===== config.mk =====
export PLATFORM = sky130hd
export DESIGN_NAME = gcr_gate
export DESIGN_NICKNAME = d
export VERILOG_FILES = /design/src/gcr_pkg.sv /design/src/gcr_tmr_if.sv /design/src/gcr_edge.sv /design/src/gcr_timer.sv /design/src/gcr_gate.sv
export SDC_FILE = /design/constraint.sdc
export NUM_CORES = 1
export LEC_CHECK = 0
export ABC_AREA = 1
export BUFFER_PORTS_ARGS = -buffer_cell sky130_fd_sc_hd__buf_2
export CORE_MARGIN = 8
export CORE_UTILIZATION = 30
export DETAILED_ROUTE_END_ITERATION = 10
export PLACE_DENSITY_LB_ADDON = 0.15
export SYNTH_ARGS = -nofsm -noshare
export SYNTH_HDL_FRONTEND = slang
export SYNTH_SLANG_ARGS = --single-unit

===== constraint.sdc =====
create_clock -name clk -period 3.9 [get_ports clk]
set_input_delay 0.585 -clock clk [delete_from_list [all_inputs] [get_ports clk]]
set_output_delay 0.585 -clock clk [all_outputs]
set_load 0.005 [all_outputs]

===== src/gcr_pkg.sv =====
// shared constants and types of the cardiac/respiratory gating trigger
package gcr_pkg;
  localparam int ADDR_W = 8;
  localparam int DATA_W = 32;

  // ****************************************************************
  // register map
  // ****************************************************************
  localparam logic [7:0] OFS_CTRL   = 8'h00;
  localparam logic [7:0] OFS_COUNT  = 8'h04;
  localparam logic [7:0] OFS_HOLD   = 8'h08;
  localparam logic [7:0] OFS_BLANK  = 8'h0c;
  localparam logic [7:0] OFS_STATUS = 8'h10;
  localparam logic [1:0] RESP_OKAY   = 2'h0;
  localparam logic [1:0] RESP_SLVERR = 2'h2;

  localparam int CTL_EN    = 0;
  localparam int CTL_CPOL  = 1;
  localparam int CTL_RPOL  = 2;
  localparam int CTL_LARGE = 3;
  localparam int STS_QUIET = 0;
  localparam int STS_DONE  = 1;
  localparam int STS_CNT   = 4;
  localparam int STS_TRIG  = 8;
  localparam int STS_BLANK = 9;

  localparam int CNT_W   = 3;
  localparam int HOLD_W  = 8;
  localparam int BLANK_W = 11;
  localparam int TMR_W   = 16;

  localparam logic [3:0]         CTRL_RST  = 4'h0;
  localparam logic [CNT_W-1:0]   CNT_RST   = 3'h0;
  localparam logic [HOLD_W-1:0]  HOLD_RST  = 8'h01;
  localparam logic [BLANK_W-1:0] BLANK_RST = 11'h032;

  // ****************************************************************
  // timing, all timers share one tick resolution
  // ****************************************************************
  localparam int CLK_KHZ      = 125000;
  localparam int TICK_US      = 100;
  localparam int TICK_CYC     = TICK_US * CLK_KHZ / 1000;
  localparam int TICKS_PER_MS = 1000 / TICK_US;
  localparam int WIN_MS       = 100;
  localparam int PULSE_US     = 500;
  localparam logic [TMR_W-1:0] WIN_TICKS   = TMR_W'(WIN_MS * TICKS_PER_MS);
  localparam logic [TMR_W-1:0] PULSE_TICKS = TMR_W'((PULSE_US + TICK_US - 1) / TICK_US);

  localparam logic [TMR_W-1:0] HOLD_MIN_S  = 16'h0001;
  localparam logic [TMR_W-1:0] HOLD_MAX_S  = 16'h0032;
  localparam logic [TMR_W-1:0] HOLD_MIN_L  = 16'h0005;
  localparam logic [TMR_W-1:0] HOLD_MAX_L  = 16'h00fa;
  localparam logic [TMR_W-1:0] BLANK_MIN_S = 16'h0032;
  localparam logic [TMR_W-1:0] BLANK_MAX_S = 16'h012c;
  localparam logic [TMR_W-1:0] BLANK_MIN_L = 16'h00fa;
  localparam logic [TMR_W-1:0] BLANK_MAX_L = 16'h05dc;

  localparam int NUM_TMR   = 4;
  localparam int TMR_WIN   = 0;
  localparam int TMR_HOLD  = 1;
  localparam int TMR_BLANK = 2;
  localparam int TMR_PULSE = 3;

  typedef enum logic [5:0] {
    S_OUT   = 6'h01,
    S_WIN   = 6'h02,
    S_ARM   = 6'h04,
    S_HOLD  = 6'h08,
    S_PULSE = 6'h10,
    S_DONE  = 6'h20
  } gcr_state_t;
endpackage


===== src/gcr_tmr_if.sv =====
// start/length/done bundle between the gating core and its timers
`timescale 1ns/1ps
`default_nettype none
interface gcr_tmr_if;
  logic                      start;
  logic [gcr_pkg::TMR_W-1:0] len;
  logic                      busy;
  logic                      done;
  modport ctl (output start, output len, input busy, input done);
  modport tmr (input start, input len, output busy, output done);
endinterface
`default_nettype wire


===== src/gcr_edge.sv =====
// polarity select and edge detection of one threshold square wave
`timescale 1ns/1ps
`default_nettype none
module gcr_edge
(
  input  wire logic clk,
  input  wire logic reset,
  input  wire logic wave,
  input  wire logic pol,
  output logic      lvl,
  output logic      lead,
  output logic      trail
);
  logic lvl_r;
  logic prev_r;
  logic primed_r;

  // first sample loads both stages so reset never fakes an edge
  always_ff @(posedge clk)
  begin
    if (reset)
    begin
      lvl_r    <= 1'b0;
      prev_r   <= 1'b0;
      primed_r <= 1'b0;
    end
    else
    begin
      lvl_r    <= wave ^ pol;
      prev_r   <= primed_r ? lvl_r : (wave ^ pol);
      primed_r <= 1'b1;
    end
  end

  assign lvl   = lvl_r;
  assign lead  = lvl_r & ~prev_r;
  assign trail = ~lvl_r & prev_r;
endmodule
`default_nettype wire


===== src/gcr_timer.sv =====
// tick-prescaled one-shot interval timer
`timescale 1ns/1ps
`default_nettype none
module gcr_timer
#(
  parameter int TICK_CYCLES = gcr_pkg::TICK_CYC
)
(
  input  wire logic clk,
  input  wire logic reset,
  gcr_tmr_if.tmr    t
);
  import gcr_pkg::*;

  logic [31:0]      pre_r;
  logic [TMR_W-1:0] left_r;
  logic [TMR_W-1:0] len_r;
  logic             busy_r;
  logic             tick;
  logic [31:0]      el_r;

  // prescaler restarts on every start, so lengths are exact in cycles
  assign tick   = busy_r && (pre_r == 32'(TICK_CYCLES - 1));
  assign t.busy = busy_r;
  assign t.done = tick && (left_r == TMR_W'(1));

  always_ff @(posedge clk)
  begin
    if (reset)
    begin
      busy_r <= 1'b0;
      pre_r  <= 32'h0;
      left_r <= '0;
      len_r  <= '0;
    end
    else if (t.start)
    begin
      busy_r <= (t.len != '0);
      pre_r  <= 32'h0;
      left_r <= t.len;
      len_r  <= t.len;
    end
    else if (busy_r)
    begin
      pre_r <= tick ? 32'h0 : pre_r + 32'h1;
      if (tick)
      begin
        left_r <= left_r - TMR_W'(1);
        busy_r <= (left_r != TMR_W'(1));
      end
    end
  end

  always_ff @(posedge clk)
  begin
    if (reset || t.start)
      el_r <= 32'h1;
    else if (busy_r)
      el_r <= el_r + 32'h1;
  end
endmodule
`default_nettype wire


===== src/gcr_gate.sv =====
// cardiac/respiratory gated mri trigger with axi4-lite registers
`timescale 1ns/1ps
`default_nettype none
// ****************************************************************
// Function
// - cardiac triggers leave only while respiration is in its quiet period
// - at most the set count of triggers per quiet period, count 1 to 8
// - cardiac edges within 100 ms of quiet entry are ignored
// - quiet end drops remaining triggers; next quiet period counts from zero
// - each mri trigger is low for exactly 500 us, then high
// - per channel polarity picks rising or falling crossing as active
// - accepted cardiac edge delayed by hold-off, range set by variant
// - blanking rejects cardiac events, range set by variant
// - cardiac and respiration square waves repeated on monitor outputs
// - hold-off runs from the active cardiac edge to the pulse start
// - blanking starts on the trailing edge of an accepted cardiac event
// - quiet period is rise-to-fall or fall-to-rise of respiration
// ****************************************************************
module gcr_gate
#(
  parameter int TICK_CYCLES = gcr_pkg::TICK_CYC
)
(
  input  wire logic                        clk,
  input  wire logic                        reset,
  input  wire logic [gcr_pkg::ADDR_W-1:0]  s_axi_awaddr,
  input  wire logic                        s_axi_awvalid,
  output logic                             s_axi_awready,
  input  wire logic [gcr_pkg::DATA_W-1:0]  s_axi_wdata,
  input  wire logic [3:0]                  s_axi_wstrb,
  input  wire logic                        s_axi_wvalid,
  output logic                             s_axi_wready,
  output logic [1:0]                       s_axi_bresp,
  output logic                             s_axi_bvalid,
  input  wire logic                        s_axi_bready,
  input  wire logic [gcr_pkg::ADDR_W-1:0]  s_axi_araddr,
  input  wire logic                        s_axi_arvalid,
  output logic                             s_axi_arready,
  output logic [gcr_pkg::DATA_W-1:0]       s_axi_rdata,
  output logic [1:0]                       s_axi_rresp,
  output logic                             s_axi_rvalid,
  input  wire logic                        s_axi_rready,
  input  wire logic                        cardiac_square_wave,
  input  wire logic                        respiration_square_wave,
  output logic                             mri_trig_n,
  output logic                             cardiac_mon,
  output logic                             respiration_mon
);
  import gcr_pkg::*;

  // ****************************************************************
  // configuration and bus state
  // ****************************************************************
  logic [3:0]         ctrl_r;
  logic [CNT_W-1:0]   cnt_m1_r;
  logic [HOLD_W-1:0]  hold_ms_r;
  logic [BLANK_W-1:0] blank_ms_r;
  logic               aw_got_r;
  logic               w_got_r;
  logic [ADDR_W-1:0]  aw_addr_r;
  logic [DATA_W-1:0]  wdata_r;
  logic [3:0]         wstrb_r;
  logic               bvalid_r;
  logic [1:0]         bresp_r;
  logic               rvalid_r;
  logic [1:0]         rresp_r;
  logic [DATA_W-1:0]  rdata_r;
  logic               do_wr;
  logic [DATA_W-1:0]  wr_word;
  logic [DATA_W-1:0]  status_w;

  gcr_state_t         state_r;
  logic [3:0]         emitted_r;
  logic               blank_pend_r;
  logic               trig_n_r;
  logic               card_mon_r;
  logic               resp_mon_r;
  logic               quiet;
  logic               q_entry;
  logic               c_act;
  logic               c_trail;
  logic               leave;
  logic               accept;
  logic               pulse_go;
  logic [3:0]         target;
  logic [TMR_W-1:0]   hold_len;
  logic [TMR_W-1:0]   blank_len;

  // declared ahead of the status mux and sequencer that read it
  gcr_tmr_if tif[NUM_TMR] ();

  function automatic logic mapped(input logic [ADDR_W-1:0] a);
    return a inside {OFS_CTRL, OFS_COUNT, OFS_HOLD, OFS_BLANK, OFS_STATUS};
  endfunction

  function automatic logic [DATA_W-1:0] rd_mux(input logic [ADDR_W-1:0] a);
    logic [DATA_W-1:0] v;
    v = '0;
    case (a)
      OFS_CTRL:   v[3:0] = ctrl_r;
      OFS_COUNT:  v[CNT_W-1:0] = cnt_m1_r;
      OFS_HOLD:   v[HOLD_W-1:0] = hold_ms_r;
      OFS_BLANK:  v[BLANK_W-1:0] = blank_ms_r;
      OFS_STATUS: v = status_w;
      default:    v = '0;
    endcase
    return v;
  endfunction

  // out-of-range settings saturate instead of being refused
  function automatic logic [TMR_W-1:0] clamp_ticks(input logic [TMR_W-1:0] ms,
                                                   input logic [TMR_W-1:0] lo,
                                                   input logic [TMR_W-1:0] hi);
    logic [TMR_W-1:0] c;
    c = (ms < lo) ? lo : ((ms > hi) ? hi : ms);
    return TMR_W'(c * TMR_W'(TICKS_PER_MS));
  endfunction

  // ****************************************************************
  // axi4-lite slave
  // ****************************************************************
  assign s_axi_awready = !aw_got_r && !bvalid_r;
  assign s_axi_wready  = !w_got_r && !bvalid_r;
  assign s_axi_arready = !rvalid_r;
  assign s_axi_bvalid  = bvalid_r;
  assign s_axi_bresp   = bresp_r;
  assign s_axi_rvalid  = rvalid_r;
  assign s_axi_rresp   = rresp_r;
  assign s_axi_rdata   = rdata_r;
  assign do_wr         = aw_got_r && w_got_r && !bvalid_r;

  always_comb
  begin
    wr_word = rd_mux(aw_addr_r);
    for (int i = 0; i < 4; i++)
      if (wstrb_r[i])
        wr_word[8*i +: 8] = wdata_r[8*i +: 8];
  end

  always_ff @(posedge clk)
  begin
    if (reset)
    begin
      aw_got_r  <= 1'b0;
      w_got_r   <= 1'b0;
      aw_addr_r <= '0;
      wdata_r   <= '0;
      wstrb_r   <= 4'h0;
      bvalid_r  <= 1'b0;
      bresp_r   <= RESP_OKAY;
    end
    else
    begin
      if (s_axi_awvalid && s_axi_awready)
      begin
        aw_got_r  <= 1'b1;
        aw_addr_r <= s_axi_awaddr;
      end
      if (s_axi_wvalid && s_axi_wready)
      begin
        w_got_r <= 1'b1;
        wdata_r <= s_axi_wdata;
        wstrb_r <= s_axi_wstrb;
      end
      if (do_wr)
      begin
        aw_got_r <= 1'b0;
        w_got_r  <= 1'b0;
        bvalid_r <= 1'b1;
        bresp_r  <= mapped(aw_addr_r) ? RESP_OKAY : RESP_SLVERR;
      end
      else if (bvalid_r && s_axi_bready)
        bvalid_r <= 1'b0;
    end
  end

  always_ff @(posedge clk)
  begin
    if (reset)
    begin
      rvalid_r <= 1'b0;
      rresp_r  <= RESP_OKAY;
      rdata_r  <= '0;
    end
    else if (s_axi_arvalid && s_axi_arready)
    begin
      rvalid_r <= 1'b1;
      rresp_r  <= mapped(s_axi_araddr) ? RESP_OKAY : RESP_SLVERR;
      rdata_r  <= rd_mux(s_axi_araddr);
    end
    else if (rvalid_r && s_axi_rready)
      rvalid_r <= 1'b0;
  end

  always_ff @(posedge clk)
  begin
    if (reset)
    begin
      ctrl_r     <= CTRL_RST;
      cnt_m1_r   <= CNT_RST;
      hold_ms_r  <= HOLD_RST;
      blank_ms_r <= BLANK_RST;
    end
    else if (do_wr)
    begin
      case (aw_addr_r)
        OFS_CTRL:  ctrl_r <= wr_word[3:0];
        OFS_COUNT: cnt_m1_r <= wr_word[CNT_W-1:0];
        OFS_HOLD:  hold_ms_r <= wr_word[HOLD_W-1:0];
        OFS_BLANK: blank_ms_r <= wr_word[BLANK_W-1:0];
        default:   ;
      endcase
    end
  end

  always_comb
  begin
    status_w                      = '0;
    status_w[STS_QUIET]           = quiet;
    status_w[STS_DONE]            = (state_r == S_DONE);
    status_w[STS_CNT +: 4]        = emitted_r;
    status_w[STS_TRIG]            = !trig_n_r;
    status_w[STS_BLANK]           = tif[TMR_BLANK].busy || blank_pend_r;
  end

  // ****************************************************************
  // channel front ends and timers
  // ****************************************************************
  gcr_edge u_card
  (
    .clk   (clk),
    .reset (reset),
    .wave  (cardiac_square_wave),
    .pol   (ctrl_r[CTL_CPOL]),
    .lvl   (),
    .lead  (c_act),
    .trail (c_trail)
  );

  // quiet runs from the selected respiration edge to the opposite one
  gcr_edge u_resp
  (
    .clk   (clk),
    .reset (reset),
    .wave  (respiration_square_wave),
    .pol   (ctrl_r[CTL_RPOL]),
    .lvl   (quiet),
    .lead  (q_entry),
    .trail ()
  );

  for (genvar g = 0; g < NUM_TMR; g++)
  begin : g_tmr
    gcr_timer #(.TICK_CYCLES(TICK_CYCLES)) u_tmr
    (
      .clk   (clk),
      .reset (reset),
      .t     (tif[g])
    );
  end

  assign hold_len  = ctrl_r[CTL_LARGE] ?
                     clamp_ticks(TMR_W'(hold_ms_r), HOLD_MIN_L, HOLD_MAX_L) :
                     clamp_ticks(TMR_W'(hold_ms_r), HOLD_MIN_S, HOLD_MAX_S);
  assign blank_len = ctrl_r[CTL_LARGE] ?
                     clamp_ticks(TMR_W'(blank_ms_r), BLANK_MIN_L, BLANK_MAX_L) :
                     clamp_ticks(TMR_W'(blank_ms_r), BLANK_MIN_S, BLANK_MAX_S);

  // ****************************************************************
  // gating sequencer
  // ****************************************************************
  assign leave    = !quiet || !ctrl_r[CTL_EN];
  assign target   = 4'(cnt_m1_r) + 4'h1;
  assign accept   = (state_r == S_ARM) && !leave && c_act && !blank_pend_r
                    && !tif[TMR_BLANK].busy;
  assign pulse_go = (state_r == S_HOLD) && !leave && tif[TMR_HOLD].done;

  assign tif[TMR_WIN].start   = (state_r == S_OUT) && ctrl_r[CTL_EN] && q_entry;
  assign tif[TMR_WIN].len     = WIN_TICKS;
  assign tif[TMR_HOLD].start  = accept;
  assign tif[TMR_HOLD].len    = hold_len;
  assign tif[TMR_BLANK].start = blank_pend_r && c_trail;
  assign tif[TMR_BLANK].len   = blank_len;
  assign tif[TMR_PULSE].start = pulse_go;
  assign tif[TMR_PULSE].len   = PULSE_TICKS;

  always_ff @(posedge clk)
  begin
    if (reset)
      state_r <= S_OUT;
    else
    begin
      unique case (state_r)
        S_OUT:   if (tif[TMR_WIN].start) state_r <= S_WIN;
        S_WIN:   if (leave) state_r <= S_OUT;
                 else if (tif[TMR_WIN].done) state_r <= S_ARM;
        S_ARM:   if (leave) state_r <= S_OUT;
                 else if (accept) state_r <= S_HOLD;
        S_HOLD:  if (leave) state_r <= S_OUT;
                 else if (pulse_go) state_r <= S_PULSE;
        // a started pulse always completes its full width
        S_PULSE: if (tif[TMR_PULSE].done)
                   state_r <= leave ? S_OUT : ((emitted_r >= target) ? S_DONE : S_ARM);
        S_DONE:  if (leave) state_r <= S_OUT;
        default: state_r <= S_OUT;
      endcase
    end
  end

  always_ff @(posedge clk)
  begin
    if (reset || tif[TMR_WIN].start)
      emitted_r <= 4'h0;
    else if (pulse_go)
      emitted_r <= emitted_r + 4'h1;
  end

  always_ff @(posedge clk)
  begin
    if (reset || tif[TMR_WIN].start)
      blank_pend_r <= 1'b0;
    else if (accept)
      blank_pend_r <= 1'b1;
    else if (c_trail)
      blank_pend_r <= 1'b0;
  end

  always_ff @(posedge clk)
  begin
    if (reset)
      trig_n_r <= 1'b1;
    else if (pulse_go)
      trig_n_r <= 1'b0;
    else if (tif[TMR_PULSE].done)
      trig_n_r <= 1'b1;
  end

  always_ff @(posedge clk)
  begin
    if (reset)
    begin
      card_mon_r <= 1'b0;
      resp_mon_r <= 1'b0;
    end
    else
    begin
      card_mon_r <= cardiac_square_wave;
      resp_mon_r <= respiration_square_wave;
    end
  end

  assign mri_trig_n      = trig_n_r;
  assign cardiac_mon     = card_mon_r;
  assign respiration_mon = resp_mon_r;

  // ****************************************************************
  // checks
  // ****************************************************************
  logic [31:0]      low_cnt_r;
  logic [31:0]      hold_cnt_r;
  logic [31:0]      since_r;
  logic [TMR_W-1:0] hold_lat_r;

  always_ff @(posedge clk)
  begin
    low_cnt_r  <= trig_n_r ? 32'h0 : low_cnt_r + 32'h1;
    hold_cnt_r <= accept ? 32'h1 : hold_cnt_r + 32'h1;
    hold_lat_r <= accept ? hold_len : hold_lat_r;
    if (tif[TMR_WIN].start)
      since_r <= 32'h1;
    else if (~&since_r)
      since_r <= since_r + 32'h1;
  end
endmodule
`default_nettype wire


==> summary.txt <==
Run status
  – Outcome: finished clean

Worst setup path
  – Flop2flop setup slack: 0.46 ns
  – Crit path from: blank_ms_r[2]
  – Required @ worst endpoint: 4.34 ns
  – Reg2reg path depth: 25
  – CP Class: register to register
  – Arr. time, crit path: 3.88 ns
  – Worst Setup EP: g_tmr[2].u_tmr.t.busy
  – Worst reg2reg path startpoint: blank_ms_r[2]
  – Startpoint types: register
  – RR Endpoint: g_tmr[2].u_tmr.t.busy
  – Max FO, Critical Path: 5
  – CP endpoint kind: register

Finish
  – Share of layout cells above drive strength 1: 8.82%
  – Ant diodes: 0
  – Area Overhead vs Synth: 13.4%
  – Nets: 2,887
  – Design area: 20,100 um^2

Floorplanning
  – Boundary Pins: 105
  – Die H: 259 um
  – Core Region: 58,800 um^2
  – Die X: 259 um
  – Row Count: 89
  – Initial core utilization: 30.2%
  – Die area: 67,200 um^2

Yosys
  – Top_reg_cell synth: dfxtp_1
  – Synth area leaders: dfxtp_1, nand2_1, inv_1, nor2_1, a21oi_1
  – Top cell type's share of synthesized area: 31.5%
  – Post-Syn Area: 17,800 um^2
  – EDFF count, synth: 0
  – Post-synthesis sequential area ratio: 31.5%
  – Avg Cell Area, Syn: 6.62 um^2
  – Area leader, netlist: dfxtp_1
  – Netlist cell types: 64
  – Cells after Synth: 2,682
  – Seq cells post-synth: 279
  – Yosys warnings: 0
  – Top cells by count, synth: nand2_1, inv_1, nor2_1, dfxtp_1, a21oi_1
  – Top-count cell post-synth: nand2_1
  – Fraction of registers with async set or reset after synthesis: 0%

Routing
  – Vias/cell: 4.89
  – Routed WL per cell: 14.4 um
  – Drc violations: 0
  – Antenna Nets Post-Route: 0
  – DR iter-0 viols: 992
  – Drt pass-1 iters: 5
  – Final WL: 51,100 um
  – Detailed-route via count: 17,369

CTS
  – Clk buf depth: 3
  – CTS tree: done
  – Clk root buf: clkbuf_16
  – CTS buffer count: 37
  – Worst skew pair latency: 0.55 ns
  – Clock Pin Slew Worst Setup and Hold Paths: 0.06 ns
  – CTS H-tree lvls: 2
  – TritonCTS Sinks: 279

Pwr
  – Static Leakage: 8.39 nW
  – Reg power frac: 42.5%
  – Int Pwr: 5.21 mW
  – Clock power share: 51.5%
  – Cell Pwr Density: 342 nW/um^2
  – Logic gate share of total power: 6.0%
  – Sw Pwr: 1.68 mW
  – Maximum vdd ir drop: 0.268 mV
  – Switching share of power: 24.3%

Placed design
  – Final Wtd Congestion: 0.864
  – Post-DP HPWL: 39,300 um
  – Port buffer count: 58
  – Placed instance area: 18,900 um^2

STA
  – Slew Limit Fails: 0
  – Final setup vio count: 0
  – Final period util: 88.2%
  – Worst-margin pin slew: 0.745 ns
  – Setup_tns: 0 ns
  – Min cycle time layout: 3.44 ns
  – Unrepaired setup endpoints after global routing: false
  – Normalized max-slew margin: 50.0%
  – Layout Skew: 0.0201 ns
  – Peak Freq: 291 MHz
  – Final Hold Vio Count: 0

GRT
  – Congestion Overflow GR: 0
  – First-pass GRT wire length: 84,700 um
  – Initial antenna violation count: 0
  – Largest net degree at the start of global routing: 39
  – GRT Util Overall: 14.9%
  – Vias in the first global route: 16,711

Run
  – Max_cap viols: 0

Hold path
  – Worst hold path type: primary input to register
## cell families after synthesis
group / share of synthesized area (%)
XOR/XNOR: 2.76
AO/OA/AOI/OAI: 14.4
multiplexers: 0.169
adder cells (fa/ha/maj): 5.52
other: 0.0211
buffers and inverters: 10.5
flip-flops: 31.5
AND/OR/NAND/NOR: 35.2
## through the flow
stage,hold WS [ns],utilization [%],power [mW],std cells,setup WS (ns)
after global routing,0.212,34.3,7.19,3550,0.000641
final,0.223,34.3,6.88,3550,0.460
after global placement,0.446,32.1,3.39,3483,0.437
after detailed placement,0.450,32.1,3.40,3483,0.386
after floorplan,0.424,-,3.28,2711,0.830
after CTS,0.181,34.2,7.02,3549,0.363
## worst min path at each step
stage                     slack (ns)  cells after the start           end    startpoint
after floorplan                 0.42                      2    wdata_r[4]    wdata_r[4]
after global routing            0.21                      2  s_axi_bvalid  s_axi_bready
final                           0.22                      2  s_axi_bvalid  s_axi_bready
after global placement          0.45                      2  aw_addr_r[5]  aw_addr_r[5]
after CTS                       0.18                      2  s_axi_bvalid  s_axi_bready
after detailed placement        0.45                      2  aw_addr_r[5]  aw_addr_r[5]
## metal layers
metal	GRT usage, %	wire (um)
met5	0	0
met2	24.1	22600
met3	2.12	1910
met4	5.56	1540
met1	20.0	25100
## power groups by stage
stage | Combinational (mW) | Sequential, mW | Clock, mW
global route | 0.466 | 2.93 | 3.79
finish | 0.410 | 2.93 | 3.55
detailed placement | 0.408 | 2.99 | 0
global placement | 0.404 | 2.99 | 0
floorplan | 0.296 | 2.98 | 0
CTS | 0.409 | 2.93 | 3.69
## critical path, cell delays in order, from the launching register on
cell and delay [ns]:
dfxtp_1 0.45, buf_4 0.18, nand2_1 0.05, inv_1 0.06, nand2_1 0.05, nor2_1 0.11
nand3_1 0.15, nand2_1 0.18, o21ai_0 0.13, ha_1 0.34, inv_1 0.06, fa_1 0.44
inv_1 0.09, nand3_1 0.08, nand2_1 0.12, nand2_1 0.08, nand2_1 0.06, nand2_1 0.05
nand3_1 0.09, nand2_1 0.08, nor2_1 0.10, nand3_1 0.10, nor2_1 0.10, nand3_1 0.07
nand2_1 0.07, inv_1 0.03
## timing repair
| item | CTS | global route |
|---|---|---|
| resized for setup | 0 | 2 |
| setup endpoints to repair | 0 | 1 |
| setup buffers | 0 | 1 |
| hold buffers | 0 | 0 |
## area by class of cell
| class | instances | area [um^2] |
|---|---|---|
| well taps | 773 | 967 |
| clock inverters | 15 | 205 |
| inverters | 383 | 1440 |
| clock buffers | 51 | 1070 |
| fillers | 6516 | 38700 |
| flip-flops and latches | 279 | 5590 |
| repair buffers | 81 | 463 |
| multi-input cells | 1968 | 10400 |
## cell usage in the layout (no fill, tap or decap), types with 23 or more instances in the layout
| cell | synthesis | final |
|---|---|---|
| a21oi_1 | 223 | 223 |
| buf_2 | 15 | 58 |
| buf_4 | 26 | 23 |
| clkbuf_16 | 0 | 37 |
| conb_1 | 1 | 30 |
| dfxtp_1 | 279 | 279 |
| ha_1 | 72 | 72 |
| inv_1 | 368 | 367 |
| nand2_1 | 488 | 488 |
| nand3_1 | 163 | 163 |
| nand4_1 | 86 | 86 |
| nor2_1 | 301 | 300 |
| nor3_1 | 139 | 139 |
| nor4_1 | 32 | 32 |
| o21ai_0 | 153 | 152 |
| xor2_1 | 43 | 43 |
## state kept, by name (all words and copies together), names as in the netlist, 6 cells and up
register / cells
g_tmr.u_tmr.pre_r: 128
s_axi_rdata: 11
hold_ms_r: 8
blank_ms_r: 11
wdata_r: 11
g_tmr.u_tmr.left_r: 64
state_r: 6
aw_addr_r: 8
Power figures use the tool's default switching activity.
